[config.mk]
export PLATFORM = sky130hd
export DESIGN_NAME = spi_register_access_port
export DESIGN_NICKNAME = d
export VERILOG_FILES = /design/src/rtl/spi_pkg.sv /design/src/rtl/fifo_if.sv /design/src/rtl/word_fifo.sv /design/src/rtl/spi_register_access_port.sv
export SDC_FILE = /design/constraint.sdc
export NUM_CORES = 1
export LEC_CHECK = 0
export BUFFER_PORTS_ARGS = -buffer_cell sky130_fd_sc_hd__buf_2
export CORE_AREA = 3 3 160 162
export CTS_CLUSTER_SIZE = 20
export DETAILED_ROUTE_END_ITERATION = 16
export DIE_AREA = 0 0 163 165
export GPL_ROUTABILITY_DRIVEN = 1
export PLACE_DENSITY = 0.74
export SYNTH_ARGS = -nofsm -noshare
export SYNTH_HDL_FRONTEND = slang
export SYNTH_HIERARCHICAL = 1
export SYNTH_SLANG_ARGS = --single-unit
[constraint.sdc]
create_clock -name clk_i -period 4.71 [get_ports clk_i]
set_clock_uncertainty 0.2 [all_clocks]
set_input_delay 0.942 -clock clk_i [delete_from_list [all_inputs] [get_ports clk_i]]
set_output_delay 0.942 -clock clk_i [all_outputs]
set_load 0.005 [all_outputs]
[src/rtl/spi_pkg.sv]
// Constants and types shared by the serial register access port
package spi_pkg;

    // -----------------------------------------------------------------
    // Word layout
    // -----------------------------------------------------------------
    localparam int         DATA_W      = 16;
    localparam int         ADDR_W      = 10;
    localparam int         WORD_BITS   = 16;
    localparam int         CNT_W       = 4;
    localparam int         ENABLE_MSB  = 15;
    localparam int         ENABLE_LSB  = 11;
    localparam int         RW_POS      = 10;
    localparam logic [4:0] ENABLE_CODE = 5'h1C;
    localparam logic [3:0] LAST_BIT    = 4'hF;
    localparam logic [9:0] ADDR_LAST   = 10'h3FF;

    // -----------------------------------------------------------------
    // Buffering and pin sampling
    // -----------------------------------------------------------------
    localparam int         FIFO_DEPTH  = 8;
    localparam int         PIN_COUNT   = 3;
    localparam int         PIN_CS      = 0;
    localparam int         PIN_SCLK    = 1;
    localparam int         PIN_DIN     = 2;
    // Chip select idles high, the other pins idle low
    localparam logic [2:0] PIN_RESET   = 3'h1;

    // -----------------------------------------------------------------
    // Frame phases
    // -----------------------------------------------------------------
    typedef enum logic [2:0] {
        PH_IDLE  = 3'b000,
        PH_CMD   = 3'b001,
        PH_WRITE = 3'b010,
        PH_READ  = 3'b011,
        PH_SKIP  = 3'b100
    } phase_t;

endpackage

[src/rtl/fifo_if.sv]
// Handshake bundle between the serial port and its write buffer
`timescale 1ns/1ps
interface fifo_if #(
    parameter int W = 26
);
    logic         push_valid;
    logic         push_ready;
    logic [W-1:0] push_data;
    logic         pop_valid;
    logic         pop_ready;
    logic [W-1:0] pop_data;

    modport fifo (
        input  push_valid,
        input  push_data,
        input  pop_ready,
        output push_ready,
        output pop_valid,
        output pop_data
    );

    modport user (
        output push_valid,
        output push_data,
        output pop_ready,
        input  push_ready,
        input  pop_valid,
        input  pop_data
    );
endinterface

[src/rtl/word_fifo.sv]
// Write word buffer with a registered output stage
`timescale 1ns/1ps
module word_fifo #(
    parameter int WIDTH = 26,
    parameter int DEPTH = 8
) (
    input  wire logic clk_i,
    input  wire logic nrst_i,
    fifo_if.fifo      q
);
    localparam int PW = (DEPTH > 1) ? $clog2(DEPTH) : 1;
    localparam int CW = $clog2(DEPTH + 1);
    localparam logic [PW-1:0] PTR_LAST = PW'(DEPTH - 1);
    localparam logic [CW-1:0] CNT_FULL = CW'(DEPTH);

    logic [WIDTH-1:0] mem [DEPTH];
    logic [PW-1:0]    wp;
    logic [PW-1:0]    rp;
    logic [CW-1:0]    cnt;
    logic             push_ok;
    logic             load;
    logic             out_valid;
    logic [WIDTH-1:0] out_data;

    assign q.push_ready = (cnt != CNT_FULL);
    assign push_ok      = q.push_valid && q.push_ready;
    // Output register refills whenever it is empty or being taken
    assign load         = (cnt != '0) && (!out_valid || q.pop_ready);
    assign q.pop_valid  = out_valid;
    assign q.pop_data   = out_data;

    always_ff @(posedge clk_i) begin
        if (push_ok) begin
            mem[wp] <= q.push_data;
        end
    end

    always_ff @(posedge clk_i or negedge nrst_i) begin
        if (!nrst_i) begin
            wp  <= '0;
            rp  <= '0;
            cnt <= '0;
        end else begin
            if (push_ok) begin
                wp <= (wp == PTR_LAST) ? '0 : wp + 1'b1;
            end
            if (load) begin
                rp <= (rp == PTR_LAST) ? '0 : rp + 1'b1;
            end
            if (push_ok && !load) begin
                cnt <= cnt + 1'b1;
            end else if (!push_ok && load) begin
                cnt <= cnt - 1'b1;
            end
        end
    end

    always_ff @(posedge clk_i or negedge nrst_i) begin
        if (!nrst_i) begin
            out_valid <= 1'b0;
            out_data  <= '0;
        end else if (load) begin
            out_valid <= 1'b1;
            out_data  <= mem[rp];
        end else if (q.pop_ready) begin
            out_valid <= 1'b0;
        end
    end
endmodule

[src/rtl/spi_register_access_port.sv]
// Four-wire serial slave that reads and writes 16-bit registers
// Operation
// - Sample input on rising serial clock, launch output on falling edge.
// - Port responds only while chip select is held low.
// - First 16 bits form command word; top five bits must be 11100.
// - Command bit 10 set means read, clear means write.
// - Low ten command bits give the first register address.
// - Write: each complete 16-bit data word loads the addressed register; a word that meets a full write buffer is dropped and flagged.
// - Address pointer advances after each written word.
// - Write runs until chip select rises; pointer saturates, extra data dropped.
// - Serial clock may idle at either level between frames.
// - Read: sixteen clocks per word shift register contents out.
// - First read bit goes out on first falling edge after command.
// - Read continues while clocked; at top address last register repeats.
// - Output stays high-impedance unless read data is being shifted.
`timescale 1ns/1ps
module spi_register_access_port #(
    parameter int FIFO_DEPTH = spi_pkg::FIFO_DEPTH
) (
    input  wire logic                        clk_i,
    input  wire logic                        nrst_i,
    input  wire logic                        cs_n_i,
    input  wire logic                        sclk_i,
    input  wire logic                        din_i,
    output logic                             sdo_o,
    output logic                             sdo_oe_o,
    output logic [spi_pkg::ADDR_W-1:0]       rd_addr_o,
    input  wire logic [spi_pkg::DATA_W-1:0]  rd_data_i,
    output logic                             rd_strobe_o,
    output logic                             wr_valid_o,
    input  wire logic                        wr_ready_i,
    output logic [spi_pkg::ADDR_W-1:0]       wr_addr_o,
    output logic [spi_pkg::DATA_W-1:0]       wr_data_o,
    output logic                             overflow_o
);
    import spi_pkg::*;

    localparam int FW = ADDR_W + DATA_W;

    // -----------------------------------------------------------------
    // Pin sampling
    // -----------------------------------------------------------------
    logic [PIN_COUNT-1:0] pin_raw;
    logic [PIN_COUNT-1:0] pin_s3;
    logic [PIN_COUNT-1:0] pin_lvl;
    logic [PIN_COUNT-1:0] pin_rise;
    logic [PIN_COUNT-1:0] pin_fall;

    assign pin_raw = {din_i, sclk_i, cs_n_i};

    // A change is accepted only once two stable samples agree, which
    // keeps a single metastable capture from counting as an edge.
    generate
        for (genvar g = 0; g < PIN_COUNT; g++) begin : g_sync
            logic s1;
            logic s2;
            logic s3;
            logic lvl;
            logic agree;

            always_ff @(posedge clk_i or negedge nrst_i) begin
                if (!nrst_i) begin
                    s1  <= PIN_RESET[g];
                    s2  <= PIN_RESET[g];
                    s3  <= PIN_RESET[g];
                    lvl <= PIN_RESET[g];
                end else begin
                    s1 <= pin_raw[g];
                    s2 <= s1;
                    s3 <= s2;
                    if (agree) begin
                        lvl <= s3;
                    end
                end
            end

            assign agree       = (s2 == s3);
            assign pin_s3[g]   = s3;
            assign pin_lvl[g]  = lvl;
            assign pin_rise[g] = agree && s3 && !lvl;
            assign pin_fall[g] = agree && !s3 && lvl;
        end
    endgenerate

    logic cs_high;
    logic sclk_rise;
    logic sclk_fall;
    logic din_bit;

    assign cs_high   = pin_lvl[PIN_CS];
    // Only edges count, so the resting clock level is irrelevant
    assign sclk_rise = pin_rise[PIN_SCLK] && !cs_high;
    assign sclk_fall = pin_fall[PIN_SCLK] && !cs_high;
    assign din_bit   = pin_s3[PIN_DIN];

    // -----------------------------------------------------------------
    // Frame sequencing
    // -----------------------------------------------------------------
    phase_t              phase;
    phase_t              next_phase;
    logic [CNT_W-1:0]    bit_cnt;
    logic [WORD_BITS-2:0] cmd_sh;
    logic [WORD_BITS-1:0] cmd_full;
    logic                cmd_ok;
    logic                word_end;

    assign cmd_full = {cmd_sh, din_bit};
    assign cmd_ok   = cmd_full[ENABLE_MSB:ENABLE_LSB] == ENABLE_CODE;
    assign word_end = sclk_rise && (bit_cnt == LAST_BIT);

    always_comb begin
        if (!cmd_ok) begin
            next_phase = PH_SKIP;
        end else if (cmd_full[RW_POS]) begin
            next_phase = PH_READ;
        end else begin
            next_phase = PH_WRITE;
        end
    end

    always_ff @(posedge clk_i or negedge nrst_i) begin
        if (!nrst_i) begin
            phase <= PH_IDLE;
        end else if (cs_high) begin
            phase <= PH_IDLE;
        end else begin
            unique case (phase)
                PH_IDLE: begin
                    phase <= PH_CMD;
                end
                PH_CMD: begin
                    if (word_end) begin
                        phase <= next_phase;
                    end
                end
                PH_WRITE, PH_READ, PH_SKIP: begin
                    phase <= phase;
                end
                // Unused codes fall back to idle rather than lock up
                default: begin
                    phase <= PH_IDLE;
                end
            endcase
        end
    end

    always_ff @(posedge clk_i or negedge nrst_i) begin
        if (!nrst_i) begin
            bit_cnt <= '0;
        end else if (phase == PH_IDLE || cs_high) begin
            bit_cnt <= '0;
        end else if (sclk_rise && phase != PH_SKIP) begin
            bit_cnt <= bit_cnt + 1'b1;
        end
    end

    always_ff @(posedge clk_i or negedge nrst_i) begin
        if (!nrst_i) begin
            cmd_sh <= '0;
        end else if (phase == PH_CMD && sclk_rise) begin
            cmd_sh <= cmd_full[WORD_BITS-2:0];
        end
    end

    // -----------------------------------------------------------------
    // Address pointer
    // -----------------------------------------------------------------
    logic [ADDR_W-1:0] ptr;
    logic              data_word_end;

    assign data_word_end = word_end &&
                           (phase == PH_WRITE || phase == PH_READ);

    // The pointer saturates instead of wrapping, so a long burst never
    // lands on low addresses again.
    always_ff @(posedge clk_i or negedge nrst_i) begin
        if (!nrst_i) begin
            ptr <= '0;
        end else if (phase == PH_CMD && word_end) begin
            ptr <= cmd_full[ADDR_W-1:0];
        end else if (data_word_end && ptr != ADDR_LAST) begin
            ptr <= ptr + 1'b1;
        end
    end

    always_ff @(posedge clk_i or negedge nrst_i) begin
        if (!nrst_i) begin
            rd_addr_o <= '0;
        end else begin
            rd_addr_o <= ptr;
        end
    end

    // -----------------------------------------------------------------
    // Write path
    // -----------------------------------------------------------------
    fifo_if #(.W(FW)) q ();

    word_fifo #(
        .WIDTH (FW),
        .DEPTH (FIFO_DEPTH)
    ) u_fifo (
        .clk_i  (clk_i),
        .nrst_i (nrst_i),
        .q      (q)
    );

    logic [WORD_BITS-2:0] wr_sh;
    logic [WORD_BITS-1:0] wr_full;
    logic                 wr_stop;
    logic                 push;

    assign wr_full      = {wr_sh, din_bit};
    // A word only counts once all sixteen bits arrived
    assign push         = data_word_end && phase == PH_WRITE && !wr_stop;
    assign q.push_valid = push;
    assign q.push_data  = {ptr, wr_full};
    assign q.pop_ready  = wr_ready_i;
    assign wr_valid_o   = q.pop_valid;
    assign wr_addr_o    = q.pop_data[FW-1:DATA_W];
    assign wr_data_o    = q.pop_data[DATA_W-1:0];

    always_ff @(posedge clk_i or negedge nrst_i) begin
        if (!nrst_i) begin
            wr_sh <= '0;
        end else if (phase == PH_WRITE && sclk_rise) begin
            wr_sh <= wr_full[WORD_BITS-2:0];
        end
    end

    always_ff @(posedge clk_i or negedge nrst_i) begin
        if (!nrst_i) begin
            wr_stop <= 1'b0;
        end else if (phase == PH_IDLE) begin
            wr_stop <= 1'b0;
        end else if (push && ptr == ADDR_LAST) begin
            wr_stop <= 1'b1;
        end
    end

    // The serial link cannot be stalled, so a word meeting a full
    // buffer is lost and flagged instead.
    always_ff @(posedge clk_i or negedge nrst_i) begin
        if (!nrst_i) begin
            overflow_o <= 1'b0;
        end else begin
            overflow_o <= push && !q.push_ready;
        end
    end

    // -----------------------------------------------------------------
    // Read path
    // -----------------------------------------------------------------
    logic [DATA_W-2:0] rd_sh;
    logic              rd_load;

    assign rd_load = sclk_fall && phase == PH_READ && bit_cnt == '0;

    always_ff @(posedge clk_i or negedge nrst_i) begin
        if (!nrst_i) begin
            sdo_o       <= 1'b0;
            rd_sh       <= '0;
            rd_strobe_o <= 1'b0;
        end else begin
            rd_strobe_o <= rd_load;
            if (rd_load) begin
                sdo_o <= rd_data_i[DATA_W-1];
                rd_sh <= rd_data_i[DATA_W-2:0];
            end else if (sclk_fall && phase == PH_READ) begin
                sdo_o <= rd_sh[DATA_W-2];
                rd_sh <= {rd_sh[DATA_W-3:0], 1'b0};
            end
        end
    end

    always_ff @(posedge clk_i or negedge nrst_i) begin
        if (!nrst_i) begin
            sdo_oe_o <= 1'b0;
        end else if (cs_high || phase != PH_READ) begin
            sdo_oe_o <= 1'b0;
        end else if (sclk_fall) begin
            sdo_oe_o <= 1'b1;
        end
    end
endmodule

# After elaboration in Yosys (flattened, before gate mapping)
# Memory sizes are Yosys's and may differ from the RTL's. A register that Yosys moved wholly into a read port is not among the register bits.
# Index checks and enable logic that the tools add are counted.
[op_classes] addsub=6 n_mul=0 n_div=0 order_cmp=0 eq_ne=17 shifts=0 muxes=25 n_bitwise=0 n_reduce_logical=48
[op_table] operator="2-to-1 mux 15 bit" n=2
[op_table] operator="logical AND 1 bit" n=23
[op_table] operator="2-to-1 mux 10 bit" n=2
[op_table] operator="2-to-1 mux 4 bit" n=4
[op_table] operator="2-to-1 mux 3 bit" n=5
[op_table] operator="nonzero test 2 bit" n=7
[op_table] operator="2-to-1 mux 1 bit" n=11
[op_table] operator="adder 10 x 1 -> 10 bit (second input constant)" n=1
[op_table] operator="equality test 10 bit (second input constant)" n=1
[op_table] operator="!= test 10 bit (second input constant)" n=1
[op_table] operator="equality test 3 bit (second input constant)" n=3
[op_table] operator="zero test 1 bit" n=9
[op_table] operator="case mux 3 bit (3 select lines)" n=1
[op_table] operator="adder 4 x 1 -> 4 bit (second input constant)" n=2
[op_table] operator="adder 3 x 1 -> 3 bit (second input constant)" n=2
[op_table] operator="equality test 3 x 2 -> 1 bit (second input constant)" n=2
[op_table] operator="!= test 3 bit (second input constant)" n=2
[op_table] operator="equality test 5 bit (second input constant)" n=1
[op_table] operator="equality test 4 bit (second input constant)" n=1
[op_table] operator="zero test 4 bit" n=1
[op_table] operator="logical OR 1 bit" n=4
[op_table] operator="!= test 4 bit (second input constant)" n=1
[op_table] operator="nonzero test 4 bit" n=1
[op_table] operator="subtractor 4 x 1 -> 4 bit (second input constant)" n=1
[op_table] operator="other kinds (7)" n=8
[word_totals] register_bits=99 latchBits=0 ramBits=208 rom_bits=0 output_inout_bits=41 n_memories=1
[mem_list] name="u_fifo.mem" words=8 word_bits=26 read_ports=1 rd_clocked_by_memory_dff=1 write_ports=1 line_no="word_fifo.sv:16" source="logic [WIDTH-1:0] mem [DEPTH];"

# Longest topological paths before layout
# Gate-level depths: netlist of run 1.
[logic_depth] depth_word=13 depth_mapped=13 depth_no_buf=13

# By module
# Netlist of run 1, hierarchy kept.
[modules_own_cells] mod="word_fifo" n_inst=1 cells_per_inst=569 area_per_inst_um2=9527.9
[modules_own_cells] mod="spi_register_access_port" n_inst=1 cells_per_inst=306 area_per_inst_um2=3686.0

# Worst setup path after synthesis of run 1
# Ideal clock, no wire load.
[synth_timing] path_type="register to register" from="register g_sync[0].lvl (netlist: cs_high)" to="memory u_fifo.mem[0][0], enable pin" arrival_time_ps=4433 required_time_ps=4035 slack_ps=-397 path_stages_with_launch=7 n_path_buf=1 period_less_slack_ps=5107 path_cell_list="dfstp_2 buf_2 or3b_1 or3_1 nor3_1 nand2_8 nor4_1"
[synth_between] elab_chain_len=9
[synth_rtl] element="from (decl)" line_no="spi_register_access_port.sv:58" source="logic lvl;"
[synth_rtl] element="from (signal assigned)" line_no="spi_register_access_port.sv:66" source="lvl <= PIN_RESET[g];"
[synth_rtl] element="zero test 1 bit" line_no="spi_register_access_port.sv:92" source="assign sclk_rise = pin_rise[PIN_SCLK] && !cs_high;"
[synth_rtl] element="logical AND 1 bit" line_no="spi_register_access_port.sv:92"
[synth_rtl] element="logical AND 1 bit" line_no="spi_register_access_port.sv:109" source="assign word_end = sclk_rise && (bit_cnt == LAST_BIT);"
[synth_rtl] element="logical AND 1 bit" line_no="spi_register_access_port.sv:171" source="assign data_word_end = word_end &&"
[synth_rtl] element="logical AND 1 bit (2 in series)" line_no="spi_register_access_port.sv:215" source="assign push = data_word_end && phase == PH_WRITE && !wr_stop;"
[synth_rtl] element="via push" line_no="spi_register_access_port.sv:211" source="logic push;"
[synth_rtl] element="logical AND 1 bit" line_no="word_fifo.sv:26" source="assign push_ok = q.push_valid && q.push_ready;"
[synth_rtl] element="2-to-1 mux 1 bit" line_no="word_fifo.sv:33" source="if (push_ok) begin"
[synth_rtl] element="2-to-1 mux 1 bit (implied by the code)" line_no="word_fifo.sv:34" source="mem[wp] <= q.push_data;"
[synth_rtl] element="to (decl)" line_no="word_fifo.sv:16"
# The timed path passes the listed nets, and every way through them passes these cells.

# Final worst setup path of run 1
[layout_timing] from="register phase[1]" to="register u_fifo.cnt[3]"
[layout_between] elab_chain_len=9
[layout_rtl] element="from (decl)" line_no="spi_register_access_port.sv:99" source="phase_t phase;"
[layout_rtl] element="from (signal assigned)" line_no="spi_register_access_port.sv:133" source="phase <= next_phase;"
[layout_rtl] element="from (signal assigned)" line_no="spi_register_access_port.sv:137" source="phase <= phase;"
[layout_rtl] element="equality test 3 x 2 -> 1 bit (on tied branches)" line_no="spi_register_access_port.sv:172, spi_register_access_port.sv:215"
[layout_rtl] element="logical OR 1 bit" line_no="spi_register_access_port.sv:172" source="(phase == PH_WRITE || phase == PH_READ);"
[layout_rtl] element="logical AND 1 bit" line_no="spi_register_access_port.sv:171"
[layout_rtl] element="logical AND 1 bit (*) (2 in series)" line_no="spi_register_access_port.sv:215"
[layout_rtl] element="via push" line_no="spi_register_access_port.sv:211"
[layout_rtl] element="logical AND 1 bit (*)" line_no="word_fifo.sv:26"
[layout_rtl] element="via u_fifo.push_ok" line_no="word_fifo.sv:20" source="logic push_ok;"
[layout_rtl] element="zero test 1 bit" line_no="word_fifo.sv:52" source="end else if (!push_ok && load) begin"
[layout_rtl] element="logical AND 1 bit" line_no="word_fifo.sv:52"
[layout_rtl] element="nonzero test 2 bit (no source line)"
[layout_rtl] element="to (signal assigned)" line_no="word_fifo.sv:51" source="cnt <= cnt + 1'b1;"
[layout_rtl] element="to (signal assigned)" line_no="word_fifo.sv:53" source="cnt <= cnt - 1'b1;"
[layout_rtl] element="to (decl)" line_no="word_fifo.sv:19" source="logic [CW-1:0] cnt;"
# The timed path passes the listed nets; every way through them passes the cells marked *.
# A chain may end at the register's enable or synchronous reset.

==> impl_metrics.env, run 1 <==
export IMPL_cts_inserted_buffers=35
export IMPL_synth_area_um2=13200
export IMPL_fin_cells=1296
export IMPL_ys_seq_elements=333
export IMPL_synth_edf_count=208
export IMPL_timing_rr_end="u_fifo/cnt[3]"
export IMPL_grt_first_pass_wirelength_um=39200
export IMPL_run_status="complete, no violations"
export IMPL_ys_types=56
export IMPL_cp_start_kind="register"
export IMPL_io_pins=63
export IMPL_start_util_pct=54.5
export IMPL_antenna_found_initial=0
export IMPL_max_freq_mhz=252
export IMPL_maxSlewHeadroom_pct=16.7
export IMPL_vdd_ir_drop_max_uv=325
export IMPL_p_seq_share_pct=54.5
export IMPL_core_um2=24200
export IMPL_postCtsSetupRepairBufs=0
export IMPL_rsz0062_at_grt="no"
export IMPL_ys_flop_type="edfxtp_1"
export IMPL_p_leak_nw=5.49
export IMPL_p_per_area_nw_per_um2=383
export IMPL_slowest_stage="dfrtp_1"
export IMPL_h_tree_depth=2
export IMPL_place_area_um2=13900
export IMPL_fin_area_um2=15000
export IMPL_vias=7262
export IMPL_grt_overflow_total=0
export IMPL_fp_row_count=57
export IMPL_crit_required_ps=4870
export IMPL_cts_max_path_buffers=3
export IMPL_worstPathCellList="or3b_1, or3_1, nor3_1, nand2_8, inv_4, ha_1, inv_1, ha_1, a21o_1, a2111oi_0, o31ai_1"
export IMPL_hp_class="reg -> reg"
export IMPL_cts_clk_slew_worst_paths_ps=60
export IMPL_min_period_ps=3960
export IMPL_tightest_slew_ps=1250
export IMPL_cts_tree="yes"
export IMPL_whs_endpoint="din_bit"
export IMPL_cap_violations=0
export IMPL_antenna_cells=0
export IMPL_track_usage_pct=18.8
export IMPL_tns_ps=0
export IMPL_nets=982
export IMPL_syn_to_final_growth_pct=13.4
export IMPL_ctsResizeCount=0
export IMPL_dieArea_um2=26900
export IMPL_ys_async_sr_fraction_pct=37.5
export IMPL_postRouteAntennaNets=0
export IMPL_synth_cells=875
export IMPL_final_hold_violation_count=0
export IMPL_power_frac_comb_pct=1.3
export IMPL_critical_path_top_delay_family="simple AND/OR/NAND/NOR gates"
export IMPL_crit_path_max_incr_delay_ps=510
export IMPL_hold_start="g_sync[2].s2"
export IMPL_avgSynthCellArea_um2=15.1
export IMPL_drt_first_iter_violations=552
export IMPL_timing_hold_ws_ps=147
export IMPL_swShare_pct=19.2
export IMPL_firstDrtPassIters=5
export IMPL_worst_path_max_fanout=10
export IMPL_p_clk_share_pct=44.2
export IMPL_final_layout_size_suffix_gt1_share_pct=18.6
export IMPL_crit_type="reg -> reg"
export IMPL_ys_seq_area_share_pct=71.0
export IMPL_portBuffers=62
export IMPL_cp_arrival_ps=4120
export IMPL_post_route_util_pct=61.8
export IMPL_syn_num_nets=910
export IMPL_routabilityCongestion=0.760
export IMPL_grt_pass1_vias=7406
export IMPL_cp_end_kind="register"
export IMPL_fillers=1801
export IMPL_drc=0
export IMPL_ys_warn_count=6
export IMPL_r2r_slack_ps=750
export IMPL_worst_path_most_repeated_cell="ha_1"
export IMPL_grt_max_degree=84
export IMPL_cts_sinks=333
export IMPL_slew_violations=0
export IMPL_post_route_period_util_pct=84.1
export IMPL_dp_cells=1234
export IMPL_ff2ff_path_depth=11
export IMPL_die_h_um=165
export IMPL_r2r_start="phase[1]"
export IMPL_cts_root_buf="clkbuf_16"
export IMPL_setup_viol=0
export IMPL_hpwl_um=14200
export IMPL_wl_per_cell_um=18.7
export IMPL_power_internal_mw=4.64
export IMPL_die_w_um=163
export IMPL_avgViaCountPerCell=5.60
export IMPL_worstHoldPathCells=0
export IMPL_drt_wl_total_um=24200
export IMPL_p_sw_mw=1.10
export IMPL_cts_hold_buffers=0
export IMPL_crit_buf_inv=2
export IMPL_clk_latency_ps=500
power by group through the flow:
stage	Combinational, mW	Clock [mW]	Sequential, mW
floorplan	0.0428	0	3.18
global placement	0.0755	0	3.18
detailed placement	0.0770	0	3.19
CTS	0.0773	2.59	3.13
global route	0.0860	2.72	3.13
finish	0.0742	2.54	3.13
stage by stage:
step	power, mW	worst slack (ps)
2_1_floorplan	3.22	172
3_3_place_gp	3.26	936
3_5_place_dp	3.26	696
4_1_cts	5.79	713
5_1_grt	5.93	428
6_report	5.74	748
state kept, by name, summed over array words and instances (netlist names), 4 cells and up:
signal             flops
cmd_sh                15
rd_addr_o             10
ptr                   10
u_fifo/q.pop_data     26
wr_sh                 15
u_fifo/cnt             4
rd_sh                 15
u_fifo/mem           208
bit_cnt                4
layout make-up:
type                       count  area, µm²  area share (%)
clock inverter                16        131           0.877
clock buffer                  46        927            6.19
sequential                   333       9380            62.6
timing repair buffer          82        467            3.12
tap                          324        405            2.71
inverter                      11       43.8           0.292
multi-input combinational    484       3620            24.2
cells in the final DEF, fill, tap and decap left out, drive strengths merged, types with 4 or more instances in the layout:
master / n
mux2: 31
nand2: 96
o21ai: 52
edfxtp: 208
clkbuf: 46
buf: 82
nor3: 14
nand2b: 7
dfrtp: 121
nand3: 10
or3: 4
ha: 12
nor4: 4
dfstp: 4
and3: 7
o311ai: 5
clkinv: 12
a31oi: 5
nor2: 14
a22oi: 52
or4: 7
xnor2: 5
inv: 12
mux2i: 121
worst max path at each step:
stage | depth (start not counted) | start | to
after floorplan | 8 | cs_high | u_fifo/mem[1][0]
after global placement | 11 | phase[1] | u_fifo/cnt[3]
after detailed placement | 11 | phase[1] | u_fifo/cnt[3]
after CTS | 11 | phase[1] | u_fifo/cnt[3]
after global routing | 11 | phase[1] | u_fifo/cnt[3]
final | 11 | phase[1] | u_fifo/cnt[3]
Yosys cell counts, drive strengths merged, types with 3 or more instances:
cell / number / share of area (%)
a21o: 3 / 0.17
a22oi: 52 / 3.0
a31oi: 5 / 0.24
and3: 7 / 0.33
buf: 28 / 1.2
clkbuf: 19 / 0.54
dfrtp: 121 / 23
dfstp: 4 / 0.80
edfxtp: 208 / 47
ha: 12 / 1.1
inv: 11 / 0.33
mux2: 31 / 2.7
mux2i: 121 / 9.2
nand2: 96 / 2.9
nand2b: 7 / 0.39
nand3: 10 / 0.38
nand4: 3 / 0.14
nor2: 14 / 0.40
nor2b: 3 / 0.14
nor3: 14 / 0.57
nor4: 4 / 0.19
o21ai: 52 / 2.0
o311ai: 5 / 0.33
o31ai: 3 / 0.17
or3: 4 / 0.19
or4: 7 / 0.40
xnor2: 5 / 0.33
routing by layer:
metal	up-vias	global-route usage [%]	share of wire [%]
met3	35	2.91	4.4
li1	3449	-	-
met5	-	0	0
met2	165	32.0	50
met4	0	5.77	2.0
met1	3613	25.1	43
cells by family after synthesis:
kind of cell,count (synthesis),synth area share [%]
AOI/OAI and AO/OA,132,6.67
xor gates and xnor gates,5,0.331
adders and majority gates,14,1.36
buffers and inverters,58,2.10
DFF,333,71.0
muxes,152,11.8
and+or+nand+nor,181,6.72
No activity file was read; power rests on OpenSTA's default activity.
==> run 2, diff against run 1 <==
Clock period 4.71 ns to 3.2 ns, I/O delays scaled along.
==> impl_metrics.env, run 2 (synthesis results as in run 1) <==
export IMPL_run_status="complete, no violations"
export IMPL_avgViaCountPerCell=5.62
export IMPL_track_usage_pct=18.8
export IMPL_fin_area_um2=15200
export IMPL_crit_path_max_incr_delay_ps=410
export IMPL_cts_hold_buffers=0
export IMPL_grt_overflow_total=0
export IMPL_timing_hold_ws_ps=31.9
export IMPL_p_per_area_nw_per_um2=547
export IMPL_worstPathCellList="or3b_4, or3_4, nor3_4, nand2_8, inv_8, ha_4, inv_2, ha_4, a21o_1, a21oi_2, mux2i_1, o31ai_1"
export IMPL_dieArea_um2=26900
export IMPL_drt_first_iter_violations=537
export IMPL_io_pins=63
export IMPL_routabilityCongestion=0.772
export IMPL_cp_end_kind="register"
export IMPL_vias=7335
export IMPL_tightest_slew_ps=896
export IMPL_cts_clk_slew_worst_paths_ps=60
export IMPL_min_period_ps=3050
export IMPL_final_layout_size_suffix_gt1_share_pct=20.6
export IMPL_fillers=1752
export IMPL_swShare_pct=19.3
export IMPL_cts_root_buf="clkbuf_16"
export IMPL_cts_sinks=333
export IMPL_timing_rr_end="u_fifo/cnt[3]"
export IMPL_max_freq_mhz=328
export IMPL_postRouteAntennaNets=0
export IMPL_wl_per_cell_um=18.9
export IMPL_final_common_cell="edfxtp_1"
export IMPL_cp_arrival_ps=3220
export IMPL_antenna_found_initial=0
export IMPL_tns_ps=0
export IMPL_regMostFlops="u_fifo/mem"
export IMPL_drt_wl_total_um=24700
export IMPL_worst_path_max_fanout=5
export IMPL_drc=0
export IMPL_cts_inserted_buffers=34
export IMPL_slowest_stage="or3_4"
export IMPL_layout_common_cells="208 x edfxtp_1, 121 x mux2i_1, 120 x dfrtp_1, 95 x nand2_1, 61 x buf_2"
export IMPL_grt_pass1_vias=7368
export IMPL_p_sw_mw=1.61
export IMPL_worst_path_stages=12
export IMPL_p_leak_nw=5.57
export IMPL_die_w_um=163
export IMPL_r2r_start="phase[2]"
export IMPL_ff2ff_path_depth=12
export IMPL_dp_slack_ps=4.93
export IMPL_hpwl_um=14100
export IMPL_fin_ws_ps=155
export IMPL_place_area_um2=14100
export IMPL_critical_path_top_delay_family="simple AND/OR/NAND/NOR gates"
export IMPL_slew_violations=0
export IMPL_largest_reg_flops=208
export IMPL_crit_type="reg -> reg"
export IMPL_firstDrtPassIters=5
export IMPL_power_internal_mw=6.72
export IMPL_nets=993
export IMPL_grt_max_degree=86
export IMPL_crit_required_ps=3370
export IMPL_crit_buf_inv=2
export IMPL_antenna_cells=0
export IMPL_cap_violations=0
export IMPL_hp_class="in -> async"
export IMPL_cts_max_path_buffers=3
export IMPL_core_um2=24200
export IMPL_final_hold_violation_count=0
export IMPL_start_util_pct=54.5
export IMPL_maxSlewHeadroom_pct=40.3
export IMPL_syn_to_final_growth_pct=15.3
export IMPL_cts_tree="yes"
export IMPL_cp_start_kind="register"
export IMPL_clk_latency_ps=510
export IMPL_p_clk_share_pct=43.3
export IMPL_worst_path_most_repeated_cell="ha_4"
export IMPL_fp_row_count=57
export IMPL_grt_first_pass_wirelength_um=39200
export IMPL_die_h_um=165
export IMPL_h_tree_depth=2
export IMPL_setup_viol=0
export IMPL_portBuffers=62
export IMPL_vdd_ir_drop_max_uv=411
export IMPL_r2r_slack_ps=150
export IMPL_p_seq_share_pct=55.3
export IMPL_post_route_period_util_pct=95.2
export IMPL_power_frac_comb_pct=1.4
==> run 2: cell count changes in the layout (fill, tap and decap cells not counted), moves of 2 or more <==
cell,change
clkbuf_8,+2
clkinv_1,-6
bufinv_16,-2
nor3_2,-4
nor3_4,+5
clkbuf_1,+3
buf_4,+2
buf_12,+10
ha_4,+2
ha_1,-2
==> run 2: worst max-delay path by stage <==
stage                         from          endpoint
after floorplan            cs_high  u_fifo/mem[3][0]
after CTS                  cs_high     u_fifo/cnt[3]
after detailed placement   cs_high     u_fifo/cnt[3]
after global placement     cs_high     u_fifo/cnt[3]
final                     phase[2]     u_fifo/cnt[3]
after global routing      phase[2]     u_fifo/cnt[3]
==> run 2: area by class of cell <==
| type | count | area [µm²] | share of cell area, % |
|---|---|---|---|
| Clock buffer | 51 | 966 | 6.34 |
| Clock inverter | 9 | 53.8 | 0.353 |
| Inverter | 11 | 48.8 | 0.320 |
| Multi-Input combinational cell | 484 | 3700 | 24.3 |
| Sequential cell | 333 | 9380 | 61.6 |
| Tap cell | 324 | 405 | 2.66 |
| Timing Repair Buffer | 94 | 682 | 4.47 |
==> run 2: what timing repair did <==
action | 4_1_cts | 5_1_grt
pin swaps | 3 | 4
buffers inserted | 0 | 7
cloned | 0 | 0
endpoints found under the setup margin | 1 | 1
resized for setup | 1 | 3
endpoints found under the hold margin | 0 | 0
==> run 2: power groups by stage <==
stage,sequential [mW],combinational (mW),clock [mW]
final,4.60,0.120,3.61
after global routing,4.61,0.137,3.85
after CTS,4.61,0.119,3.69
after detailed placement,4.69,0.118,0
after floorplan,4.67,0.0633,0
after global placement,4.69,0.113,0
==> run 2: metal layers <==
layer	up-vias	GRT usage (%)	part of all wire (%)
met1	3628	24.4	41
met3	51	3.51	5.7
li1	3466	-	-
met4	0	6.27	2.5
met2	190	32.3	50
met5	-	0	0
==> run 2: stage by stage <==
| step | power [mW] | instances | utilization [%] |
|---|---|---|---|
| 2_1_floorplan | 4.74 | 875 | - |
| 3_3_place_gp | 4.80 | 1239 | 58.3 |
| 3_5_place_dp | 4.81 | 1239 | 58.3 |
| 4_1_cts | 8.42 | 1299 | 62.6 |
| 5_1_grt | 8.60 | 1306 | 62.9 |
| 6_report | 8.33 | 1306 | 62.9 |
